===== config.mk =====
export PLATFORM = sky130hd
export DESIGN_NAME = synth_b_ctrl
export DESIGN_NICKNAME = d
export VERILOG_FILES = /design/src/verilog/synth_b_pkg.sv /design/src/verilog/pin_filter.sv /design/src/verilog/synth_b_ctrl.sv
export SDC_FILE = /design/constraint.sdc
export NUM_CORES = 1
export LEC_CHECK = 0
export ABC_CLOCK_PERIOD_IN_PS = 2830
export BUFFER_PORTS_ARGS = -buffer_cell sky130_fd_sc_hd__buf_2
export CAP_MARGIN = 20
export CORE_ASPECT_RATIO = 0.7
export CORE_MARGIN = 5
export CORE_UTILIZATION = 30
export DETAILED_ROUTE_END_ITERATION = 12
export HOLD_SLACK_MARGIN = 0.12
export PLACE_DENSITY_LB_ADDON = 0.05
export SYNTH_ARGS = -nofsm -noshare
export SYNTH_HDL_FRONTEND = slang
export SYNTH_SLANG_ARGS = --single-unit

===== constraint.sdc =====
create_clock -name clk -period 2.83 [get_ports clk]
set_input_delay 0.566 -clock clk [delete_from_list [all_inputs] [get_ports clk]]
set_output_delay 0.566 -clock clk [all_outputs]
set_load 0.01 [all_outputs]

===== src/verilog/synth_b_pkg.sv =====
// Purpose: Shared constants for the second synthesizer control bank.
// Assumes: APB with 32-bit data, one register per aligned word.
// Notes:   Register indices, byte addresses, fields, reset values, timing counts.
`default_nettype none

package synth_b_pkg;
    // ----------------------------------------------------------------
    // Register offsets
    // ----------------------------------------------------------------
    // Byte address is four times the register index
    localparam logic [7:0] DIV_SYNC_PWR_IDX = 8'h47;
    localparam logic [7:0] SEC_PUMP_IDX     = 8'h48;
    // Status index is this block's own choice, clear of the control words
    localparam logic [7:0] STATUS_IDX       = 8'hff;
    localparam logic [9:0] DIV_SYNC_PWR_OFS = {DIV_SYNC_PWR_IDX, 2'b00};
    localparam logic [9:0] SEC_PUMP_OFS     = {SEC_PUMP_IDX, 2'b00};
    localparam logic [9:0] STATUS_OFS       = {STATUS_IDX, 2'b00};

    // ----------------------------------------------------------------
    // Field positions and reset values
    // ----------------------------------------------------------------
    localparam int         POST_DIV_LSB     = 2;
    localparam int         RESYNC_BIT       = 1;
    localparam int         POWER_DOWN_BIT   = 0;
    localparam int         SPARE_BIT        = 5;
    localparam int         DOUBLER_BIT      = 4;
    localparam logic [2:0] POST_DIV_RESET   = 3'h7;
    localparam logic       RESYNC_RESET     = 1'b1;
    localparam logic       POWER_DOWN_RESET = 1'b0;
    localparam logic       DOUBLER_RESET    = 1'b1;
    localparam logic [3:0] PUMP_GAIN_RESET  = 4'h8;

    // ----------------------------------------------------------------
    // Decode constants
    // ----------------------------------------------------------------
    localparam logic [2:0] POST_DIV_MIN_CODE = 3'h2;
    localparam logic [3:0] POST_DIV_MIN_RATIO = 4'h2;
    localparam logic [3:0] PUMP_MAX_STEP_CODE = 4'h7;
    localparam logic [3:0] PUMP_HIGH_CODE     = 4'h8;
    localparam logic [6:0] PUMP_HIGH_TENTHS   = 7'h40;

    // ----------------------------------------------------------------
    // Timing
    // ----------------------------------------------------------------
    localparam int CLK_PERIOD_NS = 100;
    localparam int CAL_TIME_NS   = 100000;
    localparam int CAL_CYCLES    = (CAL_TIME_NS + CLK_PERIOD_NS - 1) / CLK_PERIOD_NS;

    typedef enum logic [1:0] {CAL_OFF, CAL_RUN, CAL_LOCKED} cal_state_t;
endpackage : synth_b_pkg

`default_nettype wire


===== src/verilog/pin_filter.sv =====
// Purpose: Bring an outside level into the clk domain and debounce it.
// Assumes: Input is asynchronous to clk.
// Notes:   Output moves only when the second and third stages agree.
`default_nettype none

module pin_filter (
    input  wire logic clk,
    input  wire logic rst,
    input  wire logic pinIn,
    output var  logic level_ff
);
    logic stage1_ff;
    logic stage2_ff;
    logic stage3_ff;

    always_ff @(posedge clk or posedge rst) begin
        if (rst) begin
            stage1_ff <= 1'b0;
            stage2_ff <= 1'b0;
            stage3_ff <= 1'b0;
        end else begin
            stage1_ff <= pinIn;
            stage2_ff <= stage1_ff;
            stage3_ff <= stage2_ff;
        end
    end

    always_ff @(posedge clk or posedge rst) begin
        if (rst) begin
            level_ff <= 1'b0;
        end else if (stage2_ff == stage3_ff) begin
            level_ff <= stage3_ff;
        end
    end
endmodule : pin_filter

`default_nettype wire


===== src/verilog/synth_b_ctrl.sv =====
// Purpose: Control bank for the second synthesizer, reached over APB.
// Assumes: Single 10 MHz clock, asynchronous active-high reset.
// Notes:   Decoded analog controls are registered; calibration is timed.
//
// The APB register port is this design's own decision.
`default_nettype none

module synth_b_ctrl
    import synth_b_pkg::*;
#(
    parameter int CalCycles = CAL_CYCLES
) (
    input  wire logic        clk,
    input  wire logic        rst,
    input  wire logic        psel,
    input  wire logic        penable,
    input  wire logic        pwrite,
    input  wire logic [9:0]  paddr,
    input  wire logic [31:0] pwdata,
    output var  logic [31:0] prdata,
    output var  logic        pready,
    output var  logic        pslverr,
    input  wire logic        syncPin,
    output var  logic [3:0]  postDivRatio,
    output var  logic        resyncPulse,
    output var  logic        synthEnable,
    output var  logic        calReset,
    output var  logic        calRunning,
    output var  logic        doublerEnable,
    output var  logic [6:0]  pumpTenthsMa
);
    // ----------------------------------------------------------------
    // Register fields
    // ----------------------------------------------------------------
    logic [2:0]  synth_b_post_divider_select_ff;
    logic        synth_b_resync_enable_ff;
    logic        synth_b_power_down_ff;
    logic        spareBit_ff;
    logic        secondary_reference_doubler_enable_ff;
    logic [3:0]  synth_b_charge_pump_gain_ff;
    cal_state_t  calState_ff;
    logic [15:0] calCount_ff;
    logic        syncLevel_ff;
    logic        syncPrev_ff;
    logic        syncRise;
    logic        wrEn;
    logic        setupPhase;
    logic        mapped;
    logic [31:0] nxt_prdata;

    assign setupPhase = psel && !penable;
    assign wrEn       = psel && penable && pready && pwrite;
    assign mapped     = (paddr == DIV_SYNC_PWR_OFS) || (paddr == SEC_PUMP_OFS)
                        || (paddr == STATUS_OFS);

    // ----------------------------------------------------------------
    // APB slave, one wait-free access phase
    // ----------------------------------------------------------------
    always_comb begin
        nxt_prdata = 32'h0;
        case (paddr)
            DIV_SYNC_PWR_OFS: nxt_prdata = {27'h0, synth_b_post_divider_select_ff,
                                            synth_b_resync_enable_ff,
                                            synth_b_power_down_ff};
            SEC_PUMP_OFS:     nxt_prdata = {26'h0, spareBit_ff,
                                            secondary_reference_doubler_enable_ff,
                                            synth_b_charge_pump_gain_ff};
            STATUS_OFS:       nxt_prdata = {16'h0, calState_ff, synthEnable, 1'b0,
                                            postDivRatio, 1'b0, pumpTenthsMa};
            default:          nxt_prdata = 32'h0;
        endcase
    end

    always_ff @(posedge clk or posedge rst) begin
        if (rst) begin
            pready  <= 1'b0;
            pslverr <= 1'b0;
            prdata  <= 32'h0;
        end else begin
            pready  <= setupPhase;
            pslverr <= setupPhase && !mapped;
            if (setupPhase) begin
                prdata <= pwrite ? 32'h0 : nxt_prdata;
            end
        end
    end

    always_ff @(posedge clk or posedge rst) begin
        if (rst) begin
            synth_b_post_divider_select_ff <= POST_DIV_RESET;
            synth_b_resync_enable_ff       <= RESYNC_RESET;
            synth_b_power_down_ff          <= POWER_DOWN_RESET;
        end else if (wrEn && paddr == DIV_SYNC_PWR_OFS) begin
            synth_b_post_divider_select_ff <= pwdata[POST_DIV_LSB +: 3];
            synth_b_resync_enable_ff       <= pwdata[RESYNC_BIT];
            synth_b_power_down_ff          <= pwdata[POWER_DOWN_BIT];
        end
    end

    always_ff @(posedge clk or posedge rst) begin
        if (rst) begin
            spareBit_ff                           <= 1'b0;
            secondary_reference_doubler_enable_ff <= DOUBLER_RESET;
            synth_b_charge_pump_gain_ff           <= PUMP_GAIN_RESET;
        end else if (wrEn && paddr == SEC_PUMP_OFS) begin
            spareBit_ff                           <= pwdata[SPARE_BIT];
            secondary_reference_doubler_enable_ff <= pwdata[DOUBLER_BIT];
            synth_b_charge_pump_gain_ff           <= pwdata[3:0];
        end
    end

    // ----------------------------------------------------------------
    // Analog control decode
    // ----------------------------------------------------------------
    always_ff @(posedge clk or posedge rst) begin
        if (rst) begin
            postDivRatio  <= 4'h0;
            doublerEnable <= 1'b0;
            pumpTenthsMa  <= 7'h0;
        end else begin
            if (synth_b_post_divider_select_ff < POST_DIV_MIN_CODE) begin
                postDivRatio <= POST_DIV_MIN_RATIO;
            end else begin
                postDivRatio <= {1'b0, synth_b_post_divider_select_ff} + 4'h1;
            end
            doublerEnable <= secondary_reference_doubler_enable_ff;
            if (synth_b_charge_pump_gain_ff == PUMP_HIGH_CODE) begin
                pumpTenthsMa <= PUMP_HIGH_TENTHS;
            end else if (synth_b_charge_pump_gain_ff <= PUMP_MAX_STEP_CODE) begin
                pumpTenthsMa <= {1'b0, synth_b_charge_pump_gain_ff, 2'b00};
            end else begin
                pumpTenthsMa <= 7'h0;
            end
        end
    end

    // ----------------------------------------------------------------
    // Sync event
    // ----------------------------------------------------------------
    pin_filter i_pin_filter (
        .clk      (clk),
        .rst      (rst),
        .pinIn    (syncPin),
        .level_ff (syncLevel_ff)
    );

    assign syncRise = syncLevel_ff && !syncPrev_ff;

    always_ff @(posedge clk or posedge rst) begin
        if (rst) begin
            syncPrev_ff <= 1'b0;
            resyncPulse <= 1'b0;
        end else begin
            syncPrev_ff <= syncLevel_ff;
            resyncPulse <= syncRise && synth_b_resync_enable_ff;
        end
    end

    // ----------------------------------------------------------------
    // Power and calibration sequencer
    // ----------------------------------------------------------------
    always_ff @(posedge clk or posedge rst) begin
        if (rst) begin
            calState_ff <= CAL_RUN;
            calCount_ff <= 16'h0;
        end else begin
            case (calState_ff)
                CAL_OFF: begin
                    calCount_ff <= 16'h0;
                    if (!synth_b_power_down_ff) begin
                        calState_ff <= CAL_RUN;
                    end
                end
                CAL_RUN: begin
                    calCount_ff <= calCount_ff + 16'h1;
                    if (synth_b_power_down_ff) begin
                        calState_ff <= CAL_OFF;
                    end else if (calCount_ff == 16'(CalCycles - 1)) begin
                        calState_ff <= CAL_LOCKED;
                    end
                end
                CAL_LOCKED: begin
                    if (synth_b_power_down_ff) begin
                        calState_ff <= CAL_OFF;
                    end
                end
                default: calState_ff <= CAL_OFF;
            endcase
        end
    end

    always_ff @(posedge clk or posedge rst) begin
        if (rst) begin
            synthEnable <= 1'b0;
            calReset    <= 1'b1;
            calRunning  <= 1'b0;
        end else begin
            // disable and hold calibration in reset
            synthEnable <= !synth_b_power_down_ff;
            calReset    <= synth_b_power_down_ff;
            calRunning  <= (calState_ff == CAL_RUN) && !synth_b_power_down_ff;
        end
    end
endmodule : synth_b_ctrl

`default_nettype wire


### After elaboration in Yosys (flattened, before gate mapping)

Cells that the tools add are included.

| storage, ports and cells | value |
|---|---|
| register bits after elaboration | 84 |
| input bits | 48 |
| logic and storage cells | 68 |

| cells by class | value |
|---|---|
| add/subtract/negate cells | 2 |
| $lt $le $gt $ge | 2 |
| equal/unequal tests | 11 |
| muxes and demuxes | 11 |
| reduce and logical (&&, ||, !) cells | 19 |

Operators by type and width:

| kind | number |
|---|---|
| $pmux W16 S3 | 1 |
| $mux W32 | 1 |
| $pmux W16 S2 | 1 |
| $eq A10 B9 Y1 const B | 2 |
| $add A16 B1 Y16 const B | 1 |
| $eq A16 B10 Y1 const B | 1 |
| $eq A10 B10 Y1 const B | 1 |
| $logic_and A1 B1 Y1 | 10 |
| $mux W2 | 4 |
| $mux W7 | 1 |
| $mux W6 | 1 |
| $pmux W2 S3 | 1 |
| $add A3 B1 Y4 const B | 1 |
| $eq A4 B4 Y1 const B | 1 |
| $le A4 B3 Y1 const B | 1 |
| $logic_not A1 Y1 | 4 |
| $mux W4 | 1 |
| $ne A2 B2 Y1 const B | 2 |
| $lt A3 B2 Y1 const B | 1 |
| $ne A3 B3 Y1 const B | 1 |
| $reduce_and A3 Y1 | 1 |
| $eq A2 B1 Y1 const B | 1 |
| $eq A2 B2 Y1 const B | 1 |
| $logic_not A2 Y1 | 1 |
| 3 further kinds | 4 |

### Logic depth before layout (Yosys ltp)

| logic depth | value |
|---|---|
| word-level depth | 5 |
| gate-level depth with buffers | 6 |

### By module

A second synthesis with hierarchy kept.

| second synthesis, totals | value |
|---|---|
| cell total of the unflattened synthesis | 254 |
| area total of the unflattened synthesis | 2940.3 sq um |

Modules (own cells, without submodules):

| module | instances | cells an instance | area each (sq um) |
|---|---|---|---|
| synth_b_ctrl | 1 | 248 | 2825.2 |
| pin_filter | 1 | 6 | 115.1 |

### Least setup slack after synthesis

OpenSTA, ideal clock, no wires.

| timing | value |
|---|---|
| path type | input to register |
| start point | input paddr[1] |
| end point | register synth_b_power_down_ff |
| arrival time | 1.897 ns |
| data required time | 2.705 ns |
| path slack | 0.809 ns |
| stages | 5 |
| path buffers | 1 |
| cells stage by stage | or2_2 -> nor3_1 -> and3_1 -> buf_2 -> mux2_2 |

| on the way | value |
|---|---|
| longest elaborated chain between the ends | 2 |

Ends and longest elaborated chain:

| element | line | source |
|---|---|---|
| start: declaration | synth_b_ctrl.sv:18 | `input wire logic [9:0] paddr,` |
| $eq A10 B9 Y1 | synth_b_ctrl.sv:93 | `end else if (wrEn && paddr == DIV_SYNC_PWR_OFS) begin` |
| $logic_and A1 B1 Y1 | synth_b_ctrl.sv:93 |  |
| end signal: assignment | synth_b_ctrl.sv:96 | `synth_b_power_down_ff <= pwdata[POWER_DOWN_BIT];` |
| end: declaration | synth_b_ctrl.sv:37 | `logic synth_b_power_down_ff;` |

Every way passes these cells.
A chain may end at the register's enable or synchronous reset.

### Final worst setup path

| timing | value |
|---|---|
| start point | register calCount_ff[0] |
| end point | register calCount_ff[12] |

| on the way | value |
|---|---|
| longest elaborated chain between the ends | 2 |

Ends and longest elaborated chain:

| element | line | source |
|---|---|---|
| start: declaration | synth_b_ctrl.sv:42 | `logic [15:0] calCount_ff;` |
| start signal: assignment | synth_b_ctrl.sv:175 | `calCount_ff <= calCount_ff + 16'h1;` |
| $add A16 B1 Y16 | synth_b_ctrl.sv:175 |  |
| $pmux W16 S2 | synth_b_ctrl.sv:167 | `case (calState_ff)` |

Every way passes these cells.

==> summary.txt <==
Route
  – DRC errors left: 0
  – DR top layer: met4
  – DRT antenna net count: 0
  – Pre-antenna DRT Iters: 4
  – Detailed Route WL: approximately 6.7 mm
  – Vias per cell: roughly 4.6
  – DR WL/cell: 15.6 um
  – M1 WL: 3.58 mm
  – Via count: between 1500 and 2000
  – WL met2: 2.59 mm
  – Met3 wire length: between 400 and 500 um
  – Initial drt markers: 92

Global routing
  – First-pass GRT wire length: 10.9 mm
  – GR Overflow Total: 0
  – Initial antenna violation count: 0
  – Largest net degree at the start of global routing: 65
  – Number of global-route vias before repair: between 1500 and 2000
  – Tot GR Track Use: 0.121

Clock tree
  – Post-CTS sizing: 0
  – Cts-stage hold buffer count: 0
  – H-tree depth: 3
  – Root Buffer Master: clkbuf_16
  – CTS Buf Count: 9
  – Postcts setup bufs: 0
  – Clock Path Buffers: 2
  – Clk sink count: 64
  – TritonCTS clock tree: built
  – Clock latency on the worst-skew pair: 0.32 ns
  – Clock transition at path regs: about 0.05 ns

Layout
  – Fraction of layout cells with a size suffix above 1: 0.316
  – Commonest cells after routing, fill and taps aside: 56 x dfrtp_1, 51 x buf_2, 21 x conb_1
  – Final #Nets: around 350
  – Antenna cells: 0
  – Finished Layout Cells: roughly 430
  – Commonest non-fill, non-tap cell in the layout: dfrtp_1
  – Area Growth Syn to Fin: 22.8%

Timing
  – Final hold violation count: 0
  – Fin crit share: 0.695
  – Slew Limit Fails: 0
  – Clk_skew: between 0.004 and 0.005 ns
  – Setup ws final: approximately 0.86 ns
  – Slew Limit Headroom: 0.436
  – Final setup violation count: 0
  – Fmax: 508 MHz
  – Worst-margin pin slew: roughly 0.84 ns
  – RSZ-0062 raised after global routing: false
  – Setup TNS: 0 ns
  – Min cycle time layout: about 2 ns

Setup path
  – Worst Path Arrival: around 2.2 ns
  – Crit-path max FO: 5
  – WP data required: slightly above 3 ns
  – CP endpoint kind: flop
  – CP Launch Type: flop
  – Classification of the worst setup path: reg2reg

Placed design
  – DP Cell Count: 415
  – Worst slack, placed: 0.555 ns
  – IO buf count: 51
  – Routability cong.: 0.725
  – Post-detail-place hpwl: 4.83 mm

Run
  – Max Cap Viol: 0

Power
  – Total power: between 2 and 2.5 mW
  – Leak: about 1.7 nW
  – VDD IR-drop max: around 350 uV
  – Pwr dens: 663 mW/mm^2

Hold path
  – Tightest Hold Check Type: in2async

Floorplan
  – Core area: between 0.009 and 0.01 mm^2
  – Initial Util: 0.313
  – DIE HEIGHT: between 90 and 100 um
  – Die width: ~130 um
  – Die area: approximately 0.012 mm^2
  – # rows: 29
  – # IOs: a little under 100

Synth
  – Syn Area/Cell: between 10 and 15 um^2
  – Async set-reset flop share out of synthesis: 1.00
  – Synth warn: 0
  – Prevailing post-synth register cell: dfrtp_1
  – Synth unique cells: 50
  – Mapped Cells: approximately 250
  – Synth Register Bits: 64
  – Seq/Total Area, Yosys: 0.559
  – Mapped cell area: between 0.002 and 0.003 mm^2
  – Post-synth EDFFs: 0

Status
  – Status: finished, final reports clean
## flip-flops by register name, indices dropped and copies added, names as in the netlist
signal,cells
resyncPulse,1
synth_b_charge_pump_gain_ff,4
synthEnable,1
synth_b_resync_enable_ff,1
pslverr,1
postDivRatio,4
doublerEnable,1
prdata,14
spareBit_ff,1
i_pin_filter.level_ff,1
i_pin_filter.stage3_ff,1
secondary_reference_doubler_enable_ff,1
calState_ff,2
calReset,1
synth_b_power_down_ff,1
calCount_ff,16
pready,1
syncPrev_ff,1
i_pin_filter.stage2_ff,1
calRunning,1
pumpTenthsMa,5
synth_b_post_divider_select_ff,3
i_pin_filter.stage1_ff,1
## cell type report
type / count / area, um^2
flip-flops and latches: 64 / 1610
fillers: 959 / 5680
well taps: 124 / 155
clock buffers: 13 / 250
multi-input cells: 169 / 1150
clock inverters: 3 / 65.1
repair buffers: 55 / 298
inverters: 3 / 11.3
## cell families (layout without fill, tap and decap cells)
logic type	count (synthesis)	count (layout)	share of synthesized area
simple gates	82	82	0.173
mux	12	12	0.0465
flops	64	64	0.559
buf+inv	32	74	0.0690
compound gates	45	45	0.120
fa+ha+maj	3	3	0.0122
xor+xnor	6	6	0.0182
other cells	1	21	0.00130
## stage by stage
stage | util | cell area [um^2] | hold slack [ns]
after CTS | 0.384 | 3540 | 0.310
after floorplan | - | 2960 | 0.331
after global placement | 0.350 | 3220 | 0.334
final | 0.384 | 3540 | 0.304
after detailed placement | 0.350 | 3220 | 0.337
after global routing | 0.384 | 3540 | 0.322
## Yosys cell counts, types with 2 or more instances
| library cell | n | area share |
|---|---|---|
| a21oi_1 | 3 | 0.0052 |
| a221oi_1 | 2 | 0.0061 |
| a22o_1 | 14 | 0.043 |
| a22oi_1 | 3 | 0.0078 |
| a31oi_1 | 2 | 0.0043 |
| a41o_1 | 2 | 0.0069 |
| and2_1 | 4 | 0.0087 |
| and3_1 | 5 | 0.011 |
| and4_1 | 2 | 0.0061 |
| buf_2 | 3 | 0.0052 |
| buf_4 | 20 | 0.052 |
| clkbuf_1 | 6 | 0.0078 |
| dfrtp_1 | 56 | 0.49 |
| dfstp_2 | 8 | 0.073 |
| ha_1 | 2 | 0.0087 |
| inv_1 | 3 | 0.0039 |
| mux2_2 | 11 | 0.043 |
| nand2_1 | 16 | 0.021 |
| nand2b_1 | 4 | 0.0087 |
| nand3_1 | 7 | 0.012 |
| nor2_1 | 14 | 0.018 |
| nor2b_1 | 4 | 0.0087 |
| nor3_1 | 4 | 0.0069 |
| nor4_1 | 2 | 0.0043 |
| nor4b_1 | 5 | 0.015 |
| nor4b_2 | 2 | 0.010 |
| o211a_1 | 2 | 0.0069 |
| o21ai_0 | 7 | 0.012 |
| o31ai_1 | 3 | 0.0078 |
| or2_2 | 3 | 0.0065 |
| or4_1 | 2 | 0.0052 |
| xnor2_1 | 6 | 0.018 |
## where the power goes
group / leakage (nW) / switching [mW] / internal [mW]
Clock: 0.154 / 0.377 / 0.794
Sequential: 0.825 / 0.0559 / 0.963
Combinational: 0.766 / 0.0865 / 0.0684
## per-layer routing
metal | GRT usage | vias to the layer above
met1 | 0.186 | 957
met2 | 0.147 | 50
met3 | 0.0540 | 11
met4 | 0.0420 | 0
li1 | - | 966
met5 | 0 | -
## worst max-delay path, stage by stage (launching register included)
cell and delay [ns]:
dfrtp_1 0.42, ha_1 0.25, nand3_1 0.21, nor3_1 0.59, a31oi_1 0.17, a41o_1 0.23
## final timing paths
| path | slack, ns | endpoint | cells past startpoint | from |
|---|---|---|---|---|
| hold reg to reg | 0.35 | i_pin_filter.stage2_ff$_DFF_PP0_ | 0 | i_pin_filter.stage1_ff$_DFF_PP0_ |
| setup reg to reg | 0.86 | calCount_ff[12]$_DFFE_PP0P_ | 5 | calCount_ff[0]$_DFFE_PP0P_ |
| hold / removal | 0.30 | i_pin_filter.stage2_ff$_DFF_PP0_ | 3 | rst |
| min in group clk | 0.35 | i_pin_filter.stage2_ff$_DFF_PP0_ | 0 | i_pin_filter.stage1_ff$_DFF_PP0_ |
| setup / recovery | 0.86 | calCount_ff[12]$_DFFE_PP0P_ | 5 | calCount_ff[0]$_DFFE_PP0P_ |
| max in group asynchronous | 2.21 | calState_ff[0]$_DFFE_PP1P_ | 3 | rst |
No activity file was read; power rests on OpenSTA's default activity.
